File: src/design/uart_mode_pkg.sv
// Constants, field layout and carrier types for the serial port mode control block.
// Assumes a single 20 MHz clock domain and an AHB-Lite register slave.
package uart_mode_pkg;

  localparam logic [31:0] MODE_REG_ADDR  = 32'h0000_0000;
  localparam logic [31:0] PIN_STATE_ADDR = 32'h0000_0004;
  localparam logic [15:0] MODE_RESET     = 16'h0000;
  localparam logic [15:0] MODE_WR_MASK   = 16'hbbff;
  localparam int          BIT_ENABLE     = 15;
  localparam int          BIT_HALT_IDLE  = 13;
  localparam int          BIT_IR_ENABLE  = 12;
  localparam int          BIT_RTS_MODE   = 11;
  localparam int          USAGE_LSB      = 8;
  localparam int          BAUD_DIV_RESET = 0;
  localparam int          IR_PULSE_SIXTEENTHS = 3;
  localparam int          CLK_HZ         = 20_000_000;
  localparam int          CLK_PERIOD_NS  = 1_000_000_000 / CLK_HZ;

  typedef enum logic [1:0] {
    USAGE_TXRX      = 2'b00,
    USAGE_TXRX_RTS  = 2'b01,
    USAGE_ALL_FOUR  = 2'b10,
    USAGE_BAUD_CLK  = 2'b11
  } pin_usage_e;

  typedef struct packed {
    logic       port_module_enable;
    logic       halt_in_idle;
    logic       infrared_codec_enable;
    logic       request_pin_mode;
    pin_usage_e pin_usage_select;
  } mode_ctrl_s;

  typedef struct packed {
    logic tx_owned;
    logic rx_owned;
    logic rts_owned;
    logic cts_owned;
    logic bclk_owned;
  } pin_own_s;

  typedef enum logic [1:0] {
    AHB_IDLE   = 2'b00,
    AHB_NONSEQ = 2'b10
  } htrans_e;

endpackage

File: src/design/uart_pin_owner.sv
// Pin ownership decode from the enable bit and the pin usage field.
// Assumes the mode fields are registered by the caller.
`timescale 1ns/10ps
`default_nettype none
module uart_pin_owner (
  input  wire uart_mode_pkg::mode_ctrl_s ctrl_i,
  output var  uart_mode_pkg::pin_own_s   own_o
);
  import uart_mode_pkg::*;

  always_comb begin
    own_o = '0;
    if (ctrl_i.port_module_enable) begin
      own_o.tx_owned = 1'b1;
      own_o.rx_owned = 1'b1;
      case (ctrl_i.pin_usage_select)
        USAGE_BAUD_CLK: begin
          own_o.bclk_owned = 1'b1;
        end
        USAGE_ALL_FOUR: begin
          own_o.rts_owned = 1'b1;
          own_o.cts_owned = 1'b1;
        end
        USAGE_TXRX_RTS: begin
          own_o.rts_owned = 1'b1;
        end
        default: begin
          own_o.rts_owned = 1'b0;
        end
      endcase
    end
  end

endmodule
`default_nettype wire

File: src/design/uart_ir_codec.sv
// Infrared pulse encoder and decoder working on a 16x baud tick.
// Assumes tick_i is a one-cycle pulse at sixteen times the bit rate.
`timescale 1ns/10ps
`default_nettype none
module uart_ir_codec (
  input  wire logic clk_i,
  input  wire logic rst_b_i,
  input  wire logic run_i,
  input  wire logic tick_i,
  input  wire logic tx_bit_i,
  input  wire logic ir_rx_i,
  output logic      ir_tx_o,
  output logic      rx_bit_o
);
  import uart_mode_pkg::*;

  logic [3:0] phase;
  logic       ir_rx_prev;

  always_ff @(posedge clk_i or negedge rst_b_i) begin
    if (!rst_b_i) begin
      phase <= 4'h0;
    end else if (!run_i) begin
      phase <= 4'h0;
    end else if (tick_i) begin
      phase <= phase + 4'h1;
    end
  end

  // A zero bit is sent as a short high pulse of three sixteenths, a one as no light.
  always_ff @(posedge clk_i or negedge rst_b_i) begin
    if (!rst_b_i) begin
      ir_tx_o <= 1'b0;
    end else begin
      ir_tx_o <= run_i && !tx_bit_i && (phase < 4'(IR_PULSE_SIXTEENTHS));
    end
  end

  // Any received pulse pulls the decoded line low for the rest of its bit slot.
  always_ff @(posedge clk_i or negedge rst_b_i) begin
    if (!rst_b_i) begin
      ir_rx_prev <= 1'b0;
      rx_bit_o   <= 1'b1;
    end else begin
      ir_rx_prev <= ir_rx_i;
      if (!run_i) begin
        rx_bit_o <= 1'b1;
      end else if (ir_rx_i && !ir_rx_prev) begin
        rx_bit_o <= 1'b0;
      end else if (tick_i && phase == 4'hf) begin
        rx_bit_o <= 1'b1;
      end
    end
  end

endmodule
`default_nettype wire

File: src/design/uart_mode_ctrl.sv
// Serial port mode control: register, pin ownership, infrared codec selection and baud clock pin.
// Assumes an AHB-Lite master, a core that supplies framed bits and a baud divisor and takes the 16x tick, and port latches.
//
// Function
// - Infrared codec active only while bit 12 set; bypassed otherwise.
// - With codec enabled, receive pin is decoded as infrared receiver input.
// - With codec enabled, transmit pin carries encoded infrared pulses.
// - Bit 13 set stops the port in idle; clear keeps running.
// - Bit 11 set gives simplex request pin; clear gives flow control.
// - Usage 11 owns transmit, receive and baud clock; clear-to-send to latches.
// - Usage 10 all four pins; 01 adds request; 00 only transmit/receive.
// - Baud clock pin outputs 16x baud clock when selected and enabled.
`timescale 1ns/10ps
`default_nettype none
module uart_mode_ctrl #(
  parameter int BAUD_DIV_WIDTH = 16
) (
  input  wire logic                   clk_i,
  input  wire logic                   rst_b_i,
  input  wire logic                   hsel_i,
  input  wire logic [31:0]            haddr_i,
  input  wire logic [1:0]             htrans_i,
  input  wire logic                   hwrite_i,
  input  wire logic [2:0]             hsize_i,
  input  wire logic [31:0]            hwdata_i,
  input  wire logic                   hready_i,
  output logic [31:0]                 hrdata_o,
  output logic                        hreadyout_o,
  output logic                        hresp_o,
  input  wire logic                   device_idle_i,
  input  wire logic                   core_tx_bit_i,
  input  wire logic                   core_rts_flow_i,
  input  wire logic                   core_tx_busy_i,
  input  wire logic [BAUD_DIV_WIDTH-1:0] baud_div_i,
  input  wire logic                   serial_receive_pin_i,
  input  wire logic                   clear_to_send_pin_i,
  input  wire logic                   latch_tx_i,
  input  wire logic                   latch_rts_i,
  output logic                        core_rx_bit_o,
  output logic                        core_cts_o,
  output logic                        core_run_o,
  output logic                        baud_tick_o,
  output logic                        serial_transmit_pin_o,
  output logic                        request_to_send_pin_o,
  output uart_mode_pkg::pin_own_s     pin_own_o
);
  import uart_mode_pkg::*;

  logic [15:0]               serial_port_mode;
  mode_ctrl_s                ctrl;
  pin_own_s                  own_comb;
  logic                      wr_pend;
  logic [31:0]               wr_addr;
  logic                      run;
  logic [BAUD_DIV_WIDTH-1:0] baud_cnt;
  logic                      tick;
  logic                      bclk_level;
  logic                      ir_tx;
  logic                      ir_rx_bit;
  logic                      ir_run;
  logic                      next_tx;
  logic                      next_rx;
  logic                      next_rts;
  logic [31:0]               next_rdata;

  assign ctrl.port_module_enable    = serial_port_mode[BIT_ENABLE];
  assign ctrl.halt_in_idle          = serial_port_mode[BIT_HALT_IDLE];
  assign ctrl.infrared_codec_enable = serial_port_mode[BIT_IR_ENABLE];
  assign ctrl.request_pin_mode      = serial_port_mode[BIT_RTS_MODE];
  assign ctrl.pin_usage_select      = pin_usage_e'(serial_port_mode[USAGE_LSB+1:USAGE_LSB]);

  // Bus slave: zero wait states, always OKAY, writes land in the data phase.
  always_ff @(posedge clk_i or negedge rst_b_i) begin
    if (!rst_b_i) begin
      wr_pend <= 1'b0;
    end else if (hready_i) begin
      wr_pend <= hsel_i && htrans_i[1] && hwrite_i;
    end
  end

  // The address is kept for the data phase, when the write data arrive.
  always_ff @(posedge clk_i or negedge rst_b_i) begin
    if (!rst_b_i) begin
      wr_addr <= 32'h0000_0000;
    end else if (hready_i) begin
      wr_addr <= haddr_i;
    end
  end

  always_ff @(posedge clk_i or negedge rst_b_i) begin
    if (!rst_b_i) begin
      serial_port_mode <= MODE_RESET;
    end else if (wr_pend && wr_addr == MODE_REG_ADDR) begin
      serial_port_mode <= hwdata_i[15:0] & MODE_WR_MASK;
    end
  end

  // Unmapped offsets read as zero, so software can probe without a bus error.
  always_comb begin
    if (haddr_i == MODE_REG_ADDR) begin
      next_rdata = {16'h0000, serial_port_mode};
    end else if (haddr_i == PIN_STATE_ADDR) begin
      next_rdata = {26'h0, run, own_comb};
    end else begin
      next_rdata = 32'h0000_0000;
    end
  end

  // Read data is registered in the address phase so it stands in the data phase.
  // A read issued right behind a write to the same register therefore returns the old value.
  always_ff @(posedge clk_i or negedge rst_b_i) begin
    if (!rst_b_i) begin
      hrdata_o <= 32'h0000_0000;
    end else if (hready_i && hsel_i && htrans_i[1] && !hwrite_i) begin
      hrdata_o <= next_rdata;
    end
  end

  always_ff @(posedge clk_i or negedge rst_b_i) begin
    if (!rst_b_i) begin
      hreadyout_o <= 1'b0;
    end else begin
      hreadyout_o <= 1'b1;
    end
  end

  always_ff @(posedge clk_i or negedge rst_b_i) begin
    if (!rst_b_i) begin
      hresp_o <= 1'b0;
    end else begin
      hresp_o <= 1'b0;
    end
  end

  // Disabled or idle-halted port stops its clocks, which is where the power goes.
  assign run = ctrl.port_module_enable && !(ctrl.halt_in_idle && device_idle_i);

  uart_pin_owner u_pin_owner (
    .ctrl_i (ctrl),
    .own_o  (own_comb)
  );

  // The 16x tick comes from a divider reloaded whenever the port is not running.
  always_ff @(posedge clk_i or negedge rst_b_i) begin
    if (!rst_b_i) begin
      baud_cnt <= BAUD_DIV_WIDTH'(BAUD_DIV_RESET);
    end else if (!run || baud_cnt >= baud_div_i) begin
      baud_cnt <= BAUD_DIV_WIDTH'(BAUD_DIV_RESET);
    end else begin
      baud_cnt <= baud_cnt + BAUD_DIV_WIDTH'(1);
    end
  end

  always_ff @(posedge clk_i or negedge rst_b_i) begin
    if (!rst_b_i) begin
      tick <= 1'b0;
    end else begin
      tick <= run && baud_cnt >= baud_div_i;
    end
  end

  // High over the first half of each divider period; at a divisor of zero the period is one cycle and the pin stays high.
  always_ff @(posedge clk_i or negedge rst_b_i) begin
    if (!rst_b_i) begin
      bclk_level <= 1'b0;
    end else begin
      bclk_level <= run && baud_cnt <= (baud_div_i >> 1);
    end
  end

  assign ir_run = run && ctrl.infrared_codec_enable;

  uart_ir_codec u_ir_codec (
    .clk_i    (clk_i),
    .rst_b_i  (rst_b_i),
    .run_i    (ir_run),
    .tick_i   (tick),
    .tx_bit_i (core_tx_bit_i),
    .ir_rx_i  (serial_receive_pin_i),
    .ir_tx_o  (ir_tx),
    .rx_bit_o (ir_rx_bit)
  );

  always_comb begin
    if (!own_comb.tx_owned) begin
      next_tx = latch_tx_i;
    end else if (ctrl.infrared_codec_enable) begin
      next_tx = ir_tx;
    end else begin
      next_tx = core_tx_bit_i;
    end
  end

  // An unowned receive pin reads as the idle line level, so the core sees no false start bit.
  always_comb begin
    if (!own_comb.rx_owned) begin
      next_rx = 1'b1;
    end else if (ctrl.infrared_codec_enable) begin
      next_rx = ir_rx_bit;
    end else begin
      next_rx = serial_receive_pin_i;
    end
  end

  always_ff @(posedge clk_i or negedge rst_b_i) begin
    if (!rst_b_i) begin
      serial_transmit_pin_o <= 1'b1;
    end else begin
      serial_transmit_pin_o <= next_tx;
    end
  end

  always_ff @(posedge clk_i or negedge rst_b_i) begin
    if (!rst_b_i) begin
      core_rx_bit_o <= 1'b1;
    end else begin
      core_rx_bit_o <= next_rx;
    end
  end

  // Clear-to-send is active low; unowned it reads as permission to send.
  always_ff @(posedge clk_i or negedge rst_b_i) begin
    if (!rst_b_i) begin
      core_cts_o <= 1'b0;
    end else begin
      core_cts_o <= own_comb.cts_owned ? clear_to_send_pin_i : 1'b0;
    end
  end

  always_ff @(posedge clk_i or negedge rst_b_i) begin
    if (!rst_b_i) begin
      core_run_o <= 1'b0;
    end else begin
      core_run_o <= run;
    end
  end

  always_ff @(posedge clk_i or negedge rst_b_i) begin
    if (!rst_b_i) begin
      baud_tick_o <= 1'b0;
    end else begin
      baud_tick_o <= tick;
    end
  end

  always_ff @(posedge clk_i or negedge rst_b_i) begin
    if (!rst_b_i) begin
      pin_own_o <= '0;
    end else begin
      pin_own_o <= own_comb;
    end
  end

  // The request pin doubles as the baud clock pin; simplex drives it low while sending.
  always_comb begin
    if (own_comb.bclk_owned) begin
      next_rts = bclk_level;
    end else if (!own_comb.rts_owned) begin
      next_rts = latch_rts_i;
    end else if (ctrl.request_pin_mode) begin
      next_rts = !core_tx_busy_i;
    end else begin
      next_rts = core_rts_flow_i;
    end
  end

  always_ff @(posedge clk_i or negedge rst_b_i) begin
    if (!rst_b_i) begin
      request_to_send_pin_o <= 1'b1;
    end else begin
      request_to_send_pin_o <= next_rts;
    end
  end

endmodule
`default_nettype wire

File: config.mk
export PLATFORM = sky130hd
export DESIGN_NAME = uart_mode_ctrl
export DESIGN_NICKNAME = d
export VERILOG_FILES = /design/src/design/uart_mode_pkg.sv /design/src/design/uart_pin_owner.sv /design/src/design/uart_ir_codec.sv /design/src/design/uart_mode_ctrl.sv
export SDC_FILE = /design/constraint.sdc
export NUM_CORES = 1
export LEC_CHECK = 0
export BUFFER_PORTS_ARGS = -buffer_cell sky130_fd_sc_hd__buf_2
export CAP_MARGIN = 20
export CORE_AREA = 3 3 83 117
export DETAILED_ROUTE_END_ITERATION = 8
export DIE_AREA = 0 0 86 120
export PLACE_DENSITY = 0.87
export SLEW_MARGIN = 5
export SYNTH_ARGS = -nofsm -noshare
export SYNTH_HDL_FRONTEND = slang
export SYNTH_SLANG_ARGS = --single-unit
File: constraint.sdc
create_clock -name clk_i -period 3.25 [get_ports clk_i]
set_clock_uncertainty 0.2 [all_clocks]
set_input_delay 0.65 -clock clk_i [delete_from_list [all_inputs] [get_ports clk_i]]
set_output_delay 0.65 -clock clk_i [all_outputs]
set_load 0.01 [all_outputs]
==> impl_results.md, run 1 <==
- Remaining Overflow, GRT: 0
- Vias in the first global route: around 3.4k
- Initial antenna violation count: 0
- Fill cells: 712
- Gr busiest metal: met2
- Post-synthesis sequential area ratio: roughly half
- Post-CTS Resized: 0
- Largest net degree at the start of global routing: approximately 90
- Worst Path Required: between 3 and 4 ns
- ANT nets after route: 0
- DRT Pass-1 Iters: 4
- Area leader, netlist: dfrtp_1
- Via count: around 3.4k
- VDD IR max: roughly 0.37 mV
- Kind of critical path: reg -> reg
- Area contributors post-synth: dfrtp_1, ha_1, mux2_2, buf_4, mux2_4
- Yosys warnings: 0
- Nets@finish: ~660
- Crit path from: wr_addr[7]
- Max Buffers Root-to-Sink: 2
- HP Class: in -> reg
- Antenna cells: 0
- GR Util met1: roughly 25%
- Synth Register Bits: 97
- Total power: 2.52 mW
- Total core area: a little under 9000 um2
- Clock sink count: between 90 and 100
- Crit path capture type: flip-flop
- Power Density: 439 nW/um2
- Worst Max-Slew Pin Slew: 0.589 ns
- Site Rows: 41
- Post-synthesis cell count: 420
- P_int: around 2 mW
- CTS buffer count: 9
- Slew HR: 60.6%
- H-tree depth: 3
- Slew Limit Fails: 0
- Syn Std Cell Area: 4870 um2
- First-pass GRT wire length: ~17,000 um
- Placed cell areas: roughly 5400 um2
- Skew-Pair Late Insertion Delay: 0.33 ns
- Final setup fails: 0
- Post-route setup TNS: 0 ns
- CP Max Fanout: 14
- Critical Path Start Type: flip-flop
- Root Buffer: clkbuf_16
- Worst reg2reg setup slack: between 0.6 and 0.7 ns
- Dpl ws: 0.387 ns
- CTS tree: done
- Period utilization: 78.7%
- Detailed placement HPWL: approximately 8000 um
- Leakage: between 2 and 3 nW
- RD Place Congestion: about 0.89
- Termination of the worst setup path: serial_port_mode[8]
- Buffers added on ports: between 100 and 150
- Fin area: approximately 5700 um2
- Tmin final: 2.56 ns
- Reg-to-reg critical path endpoint: serial_port_mode[8]
- Final hold vios: 0
- Layout Utilization: between 60 and 70%
- Layout cell share with drive strength beyond 1: around a third
- Final WL: roughly 10,000 um
- Area Overhead vs Synth: 17.7%
- Final worst slack: 0.692 ns
- Combinational share of power: under 10%
- Ys async rst share: between 90% and 100%
- CP cell instances: nor4_1, nand4_1, nor4_1, and4_1, buf_4, mux2_2
- Reg clk slew, reported paths: 0.06 ns
- Peak per-stage delay on the critical path: 0.48 ns
- Die X: about 86 um
- Initial core utilization: 54.9%
- Net Sw Power: 0.538 mW
- Vias/cell: between 5 and 6
- Die Y: 120 um
- Syn avg cell area: ~12 um2
- RSZ-0062 raised after global routing: false
- CP max stage cell: nor4_1
- Max_cap viols: 0
- RR Startpoint: wr_addr[7]
- Yosys top cell area share: 47.8%
- Io pins: 143
- Post-synth EDFFs: 0
- Starting DRT DRC Count: between 70 and 80
- Max Freq: around 390 MHz
- Met3 usage: about 5.6%
- Outcome: complete, no violations
- Routed wire per std cell: around 16 um
- Clock power share: around two fifths
- All-Layer GR Usage: about a fifth
- Arr. time, crit path: between 2 and 3 ns
- Sequential Power Share: approximately half
- Die Footprint: between 10,000 and 15,000 um2
- Most used DFF post-synth: dfrtp_1
- Switching Fraction: a little over a fifth
- Cell mode on critical path: nor4_1
- Global-route met2 utilization: between 30% and 40%
- DRC violations left: 0
- Distinct cells, synth: 43
- R2R depth: 6
[worst min-delay path by stage]
| stage | cells after the start | startpoint | slack, ns | end |
|---|---|---|---|---|
| after floorplan | 0 | rst_b_i | 0.15 | baud_cnt[0] |
| after detailed placement | 2 | bclk_level | 0.25 | request_to_send_pin_o |
| after global routing | 1 | serial_receive_pin_i | 0.25 | u_ir_codec.ir_rx_prev |
| after CTS | 1 | serial_receive_pin_i | 0.25 | u_ir_codec.ir_rx_prev |
| after global placement | 2 | bclk_level | 0.24 | request_to_send_pin_o |
| final | 1 | serial_receive_pin_i | 0.25 | u_ir_codec.ir_rx_prev |
[area by class of cell]
class | count | area (um2) | area share, %
Sequential cell | 97 | 2430 | 42.5
Multi-Input combinational cell | 284 | 2190 | 38.2
Timing Repair Buffer | 108 | 583 | 10.2
Clock buffer | 12 | 256 | 4.48
Tap cell | 107 | 134 | 2.34
Inverter | 25 | 93.8 | 1.64
Clock inverter | 3 | 40.0 | 0.699
[metal layers]
layer / share of wire [%] / vias to the layer above
met5: 0 / -
met1: 40 / 1661
met4: 3.1 / 0
met2: 51 / 103
li1: - / 1656
met3: 6.6 / 21
[through the flow]
stage / hold slack [ns] / cells
after detailed placement: 0.251 / 619
after global placement: 0.236 / 619
final: 0.252 / 636
after CTS: 0.245 / 634
after floorplan: 0.154 / 438
after global routing: 0.248 / 636
[worst max-delay path: cells and delay by family, from the launching register on]
family,cells,cell delay (ns)
AND/OR/NAND/NOR,4,1.17
flip-flops,1,0.40
multiplexers,1,0.38
buffers and inverters,1,0.28
[Yosys cell counts (all sizes together) (3+ instances only)]
library cell,n
nand3,9
nand2,22
ha,35
dfrtp,93
and3,4
xnor2,9
a22o,8
buf,27
mux2i,10
inv,25
dfstp,4
xor2,8
nor3,3
nand4,12
nor2b,4
o21ai,16
nor4,16
or4,3
mux2,46
a21oi,11
clkbuf,5
nor2,29
[power by group through the flow]
stage          clock network [mW]  logic [mW]  registers [mW]
2_1_floorplan                   0       0.114            1.29
3_3_place_gp                    0       0.187            1.29
3_5_place_dp                    0       0.195            1.30
4_1_cts                      1.06       0.196            1.27
5_1_grt                      1.12       0.224            1.28
6_report                     1.04       0.199            1.27
[placed cells by master, fill, tap and decap left out, drive strengths merged, types with 2 or more instances in the layout]
cell	count
and3	4
dfstp	4
nand3	9
o211ai	2
nor3	3
nor2b	4
ha	35
clkinv	2
or4	3
xor2	8
dfrtp	93
a21o	2
nor2	29
or2	2
nand4	12
mux2i	10
a21oi	11
clkbuf	12
a22o	8
mux2	46
o21ai	16
xnor2	9
inv	25
conb	20
nand2	22
a41oi	2
buf	107
and2	2
nor4	16
[registers in the layout, summed over array words and instances, names as in the netlist, 4 cells and up]
signal,count
wr_addr,32
baud_cnt,16
hrdata_o,14
serial_port_mode,14
pin_own_o,4
u_ir_codec.phase,4
[kinds of logic after synthesis]
group / count (synthesis) / share of synthesized area, %
AND/OR/NAND/NOR: 110 / 11.9
flip-flops: 97 / 50.0
buffers and inverters: 57 / 6.48
multiplexers: 56 / 13.5
AO/OA/AOI/OAI: 46 / 5.96
adder cells (fa/ha/maj): 35 / 9.00
XOR/XNOR: 17 / 3.06
other: 2 / 0.154
[timing repair]
item	CTS	global route
setup buffers	0	0
hold endpoints to repair	0	18
hold buffers	0	1
(Power assumes the default switching activity.)
==> run 2: changes to the inputs <==
Settings changed: CORE_AREA 3 3 83 117 to 3 3 91 127, DIE_AREA 0 0 86 120 to 0 0 94 130, PLACE_DENSITY 0.87 to 0.78.
Clock period 3.25 ns to 2.1 ns, I/O delays scaled along.
==> run 2 against run 1 <==
Against the previous run:
- the run now ends with negative setup slack left
- hold slack lost 0.24 ns
- critical path depth decreased by 1
- final area rose by 7.6%
- maximum frequency is 13% higher
- routed wire length grew 10%
- critical path type unchanged
==> impl_results.md, run 2 (synthesis gave the netlist of run 1 again) <==
- Outcome: complete, but fails checks (was complete, no violations)
- Failing checks: negative setup slack
- Crit-path leading delay family: simple AND/OR/NAND/NOR gates (unchanged)
- Die Footprint: 12,200 um2 (was 10,300 um2)
- Site Rows: 44 (was 41)
- Arr. time, crit path: 2.29 ns (was 2.58 ns)
- Max_cap viols: 0 (unchanged)
- Skew-Pair Late Insertion Delay: 0.34 ns (was 0.33 ns)
- All-Layer GR Usage: 18.7% (was 20.8%)
- RR Startpoint: wr_addr[13] (was wr_addr[7])
- First-pass GRT wire length: 17,700 um (was 16,600 um)
- R2R depth: 5 (was 6)
- Vias in the first global route: 3,808 (was 3,444)
- WP depth: 5 (was 6)
- Worst Path Required: 2.12 ns (was 3.27 ns)
- CP Max Fanout: 7 (was 14)
- Io pins: 143 (unchanged)
- Max Buffers Root-to-Sink: 2 (unchanged)
- Hold WS: 0.0102 ns (was 0.252 ns)
- Detailed placement HPWL: 8500 um (was 7990 um)
- Nets@finish: 692 (was 658)
- Via count: 3,671 (was 3,441)
- Die X: 94 um (was 86 um)
- Commonest non-fill, non-tap cell in the layout: buf_2 (unchanged)
- Buffers added on ports: 101 (unchanged)
- H-tree depth: 3 (unchanged)
- Leakage: 3.08 nW (was 2.88 nW)
- Period utilization: 108% (was 78.7%)
- Largest net degree at the start of global routing: 44 (was 88)
- Worst reg2reg setup slack: -0.16 ns (was 0.69 ns)
- Power Density: 666 nW/um2 (was 439 nW/um2)
- Final WL: 11,300 um (was 10,300 um)
- Root Buffer: clkbuf_16 (unchanged)
- Crit path capture type: flip-flop (unchanged)
- Remaining Overflow, GRT: 0 (unchanged)
- Final hold vios: 0 (unchanged)
- CP max stage cell: or4_4 (was nor4_1)
- Layout cell share with drive strength beyond 1: 39.0% (was 33.1%)
- Largest register FFs: 32 (unchanged)
- CTS tree: done (unchanged)
- Biggest register: wr_addr (unchanged)
- Slew HR: 60.7% (was 60.6%)
- RSZ-0062 raised after global routing: true (was false)
- Routed wire per std cell: 16.1 um (about the same)
- ANT nets after route: 0 (unchanged)
- Total core area: 10,500 um2 (was 8870 um2)
- Clock sink count: 97 (unchanged)
- Final setup fails: 14 (was 0)
- DRT Pass-1 Iters: 4 (unchanged)
- Termination of the worst setup path: serial_port_mode[9] (was serial_port_mode[8])
- Vias/cell: 5.22 (was 5.41)
- Critical Path Start Type: flip-flop (unchanged)
- Die Y: 130 um (was 120 um)
- Max Freq: 442 MHz (was 391 MHz)
- Area Overhead vs Synth: 26.6% (was 17.7%)
- Top Registers: wr_addr: 32 flops, baud_cnt: 16 flops (unchanged)
- RD Place Congestion: 0.877 (was 0.891)
- CP cell instances: or4_4, nor4_4, and4_4, buf_16, mux2_4 (was nor4_1, nand4_1, nor4_1, and4_1, buf_4, mux2_2)
- Total power: 4.10 mW (was 2.52 mW)
- VDD IR max: 0.453 mV (was 0.375 mV)
- Dpl ws: -0.333 ns (was 0.387 ns)
- Hold Path Origin: serial_receive_pin_i (unchanged)
- Kind of critical path: reg -> reg (unchanged)
- DRC violations left: 0 (unchanged)
- Reg clk slew, reported paths: 0.07 ns (was 0.06 ns)
- Initial antenna violation count: 1 (was 0)
- Tmin final: 2.26 ns (was 2.56 ns)
- HP Class: in -> reg (unchanged)
- CTS buffer count: 9 (unchanged)
- Worst Max-Slew Pin Slew: 0.589 ns (about the same)
- Crit path from: wr_addr[13] (was wr_addr[7])
- Commonest cells after routing, fill and taps aside: buf_2, dfrtp_1, buf_4 (was buf_2, dfrtp_1, mux2_2)
- Reg-to-reg critical path endpoint: serial_port_mode[9] (was serial_port_mode[8])
- Initial core utilization: 46.5% (was 54.9%)
- Final worst slack: -0.163 ns (was 0.692 ns)
- Layout Utilization: 58.9% (was 64.5%)
- Worst Path Buf+Inv: 1 (unchanged)
- Slew Limit Fails: 0 (unchanged)
- Starting DRT DRC Count: 112 (was 74)
- Peak per-stage delay on the critical path: 0.55 ns (was 0.48 ns)
run 2: how the worst min path moves through the flow:
stage	depth (start not counted)	to
final	1	u_ir_codec.ir_rx_prev
after global routing	1	u_ir_codec.ir_rx_prev
after CTS	1	u_ir_codec.ir_rx_prev
after detailed placement	1	wr_addr[0]
after global placement	1	wr_addr[0]
after floorplan	0	baud_cnt[0]
run 2: final cells by class:
type / instances / area (um2)
inverter: 25 / 93.8
fill: 848 / 4300
clock buffer: 9 / 225
timing repair buffer: 142 / 867
sequential: 97 / 2430
antenna: 1 / 2.50
clock inverter: 7 / 103
multi-input combinational: 284 / 2260
tap: 138 / 173
run 2: power by group:
group          leakage, nW  switching, mW  internal, mW
combinational         1.66          0.171         0.167
clock                0.150          0.724          1.06
sequential            1.26         0.0494          1.94
total                 3.08          0.944          3.16
run 2: metrics by stage:
stage | setup TNS [ns] | std cells | instance area, um2
final | -2.22 | 703 | 6160
after global routing | -2.92 | 703 | 6160
after CTS | -1.74 | 701 | 6100
after detailed placement | -8.31 | 683 | 5710
after global placement | -4.96 | 683 | 5710
after floorplan | 0 | 438 | 4940
run 2: routing by layer:
metal	track usage (%)	part of all wire, %	vias to the layer above
met5	0	0	-
met4	8.93	3.3	0
li1	-	-	1727
met1	20.2	38	1791
met3	4.04	5.3	31
met2	34.3	54	122
run 2: what timing repair did:
item,CTS,global route
gates resized for setup,8,13
hold buffers,1,0
pin swaps,0,6
gates cloned,1,0
setup endpoints to repair,14,30
setup buffers,0,1
hold endpoints to repair,34,0
run 2: worst reg2reg max path, cell delays in order (launching register included):
cell and delay [ns]:
dfrtp_1 0.38, or4_4 0.55, nor4_4 0.23, and4_4 0.32, buf_16 0.16, mux2_4 0.30
==> run 3: changes to the inputs <==
Settings changed: RECOVER_POWER set to 50.
==> run 3 against run 2 <==
Against the previous run:
- the flow still finishes with violations (negative setup slack)
- first-iteration DRC count shrank 17%
- utilization decreased by 0.25 points
- die area stayed put
- combinational power fell by 1%
- via count is 0.68% higher
- non-clock buffer count unchanged
- clock power hardly changed
- critical path type unchanged
- largest cell class unchanged
- largest power group unchanged
- highest routed layer unchanged
==> impl_results.md, run 3 (synthesis gave the netlist of run 1 again) <==
- VDD IR max: 0.452 mV (was 0.453 mV)
- Kind of critical path: reg -> reg (unchanged)
- Arr. time, crit path: 2.28 ns (was 2.29 ns)
- Max Freq: 443 MHz (was 442 MHz)
- Max_cap viols: 0 (unchanged)
- Die X: 94 um (unchanged)
- Combinational share of power: 8.1% (was 8.2%)
- Die Footprint: 12,200 um2 (unchanged)
- Io pins: 143 (unchanged)
- All-Layer GR Usage: 18.7% (unchanged)
- Switching Fraction: 22.9% (was 23.0%)
- Vias/cell: 5.26 (was 5.22)
- Layout Utilization: 58.7% (was 58.9%)
- Initial antenna violation count: 1 (unchanged)
- Period utilization: 107% (was 108%)
- Remaining Overflow, GRT: 0 (unchanged)
- Power Density: 667 nW/um2 (was 666 nW/um2)
- Vias in the first global route: 3,808 (unchanged)
- Hold endpoint: u_ir_codec.ir_rx_prev (unchanged)
- RR Startpoint: wr_addr[13] (unchanged)
- Biggest register: wr_addr (unchanged)
- Commonest non-fill, non-tap cell in the layout: buf_2 (unchanged)
- Worst Max-Slew Pin Slew: 1.11 ns (was 0.589 ns)
- Reg clk slew, reported paths: 0.07 ns (about the same)
- Hold Path Origin: serial_receive_pin_i (unchanged)
- RD Place Congestion: 0.877 (unchanged)
- Net Sw Power: 0.938 mW (was 0.944 mW)
- Tmin final: 2.26 ns (about the same)
- Crit path capture type: flip-flop (unchanged)
- Worst reg2reg setup slack: -0.16 ns (about the same)
- Reg-to-reg critical path endpoint: serial_port_mode[11] (was serial_port_mode[9])
- HP Class: in -> reg (unchanged)
- Slew HR: 26.2% (was 60.7%)
- CTS buffer count: 9 (unchanged)
- First-pass GRT wire length: 17,700 um (unchanged)
- Area taken by multi-input logic gates: 2260 um2 (unchanged)
- Final setup fails: 14 (unchanged)
- Fill cells: 853 (was 848)
- DRC violations left: 0 (unchanged)
- Site Rows: 44 (unchanged)
- Detailed placement HPWL: 8500 um (unchanged)
- Area Overhead vs Synth: 26.0% (was 26.6%)
- Nets@finish: 692 (unchanged)
- P_int: 3.15 mW (was 3.16 mW)
- CTS tree: done (unchanged)
- Clock power share: 43.3% (was 43.4%)
- Clock sink count: 97 (unchanged)
- DRT Pass-1 Iters: 4 (unchanged)
- Sequential Power Share: 48.5% (was 48.4%)
- Routed wire per std cell: 16.1 um (about the same)
- Buffers added on ports: 101 (unchanged)
- R2R depth: 5 (unchanged)
- Initial core utilization: 46.5% (unchanged)
- Critical Path Start Type: flip-flop (unchanged)
- Top Registers: wr_addr: 32 flops, baud_cnt: 16 flops (unchanged)
- Failing checks: negative setup slack (unchanged)
- Slew Limit Fails: 0 (unchanged)
- Post-route setup TNS: -2.14 ns (was -2.22 ns)
- Max Buffers Root-to-Sink: 2 (unchanged)
- Layout cell share with drive strength beyond 1: 38.5% (was 39.0%)
- RSZ-0062 raised after global routing: true (unchanged)
- H-tree depth: 3 (unchanged)
- Via count: 3,696 (was 3,671)
- Starting DRT DRC Count: 93 (was 112)
- Worst Path Required: 2.12 ns (about the same)
- ANT nets after route: 0 (unchanged)
- Largest register FFs: 32 (unchanged)
- Outcome: complete, but fails checks (unchanged)
- Skew-Pair Late Insertion Delay: 0.34 ns (about the same)
- CP Max Fanout: 7 (unchanged)
- Largest net degree at the start of global routing: 44 (unchanged)
- Register area: 2430 um2 (unchanged)
- Worst Hold Depth: 1 (unchanged)
- Commonest cells after routing, fill and taps aside: buf_2, dfrtp_1, ha_1 (was buf_2, dfrtp_1, buf_4)
- Final WL: 11,300 um (about the same)
- Final worst slack: -0.157 ns (was -0.163 ns)
- Final hold vios: 0 (unchanged)
- Root Buffer: clkbuf_16 (unchanged)
- Leakage: 3.06 nW (was 3.08 nW)
- Total core area: 10,500 um2 (unchanged)
- Die Y: 130 um (unchanged)
-- run 3: worst max-delay path, cell delays in order (launching register included) --
cell,delay (ns)
dfrtp_1,0.38
or4_4,0.55
nor4_4,0.23
and4_4,0.32
buf_16,0.15
mux2_4,0.30
-- run 3: layout make-up --
cell class                      instances  area share [%]
Inverter                               25            1.53
Clock inverter                          7            1.67
Timing Repair Buffer                  142            13.7
Tap cell                              138            2.81
Multi-Input combinational cell        284            36.9
Antenna cell                            1          0.0408
Sequential cell                        97            39.7
Clock buffer                            9            3.67
-- run 3: timing repair --
item                       in CTS  in global routing
hold endpoints to repair       34                  0
pin swaps                       0                  6
setup endpoints to repair      14                 30
hold buffers                    1                  0
gates resized for setup         8                 13
gates cloned                    1                  0
setup buffers                   0                  1
-- run 3: power by group through the flow --
stage          sequential, mW  combinational [mW]  clock (mW)
3_3_place_gp             2.00               0.318           0
5_1_grt                  1.99               0.371        1.88
2_1_floorplan            2.00               0.177           0
4_1_cts                  1.98               0.338        1.81
6_report                 1.99               0.333        1.77
3_5_place_dp             2.01               0.331           0
-- run 3: how the worst max path moves through the flow --
stage                    from                    to  slack [ns]  cells past startpoint
2_1_floorplan  baud_div_i[11]          baud_cnt[10]       0.009                      8
3_3_place_gp      haddr_i[16]          hrdata_o[11]       -0.19                      7
4_1_cts            wr_addr[3]   serial_port_mode[7]       -0.14                      6
5_1_grt           wr_addr[13]   serial_port_mode[4]       -0.22                      5
3_5_place_dp      haddr_i[16]           hrdata_o[7]       -0.33                      7
6_report          wr_addr[13]  serial_port_mode[11]       -0.16                      5
-- run 3: per-layer routing --
metal / track usage [%] / wire length [um]
met1: 20.2 / 4210
met2: 34.3 / 6070
met3: 4.04 / 646
met4: 8.93 / 361
met5: 0 / 0
-- run 3: through the flow --
step	setup slack, ns	total power [mW]	hold WS (ns)	area [um2]	instances
global route	-0.217	4.25	0.0235	6140	703
floorplan	0.00942	2.17	-0.0756	4940	438
CTS	-0.142	4.12	0.00580	6100	701
finish	-0.157	4.09	0.0216	6140	703
global placement	-0.187	2.32	0.245	5710	683
detailed placement	-0.333	2.34	0.254	5710	683
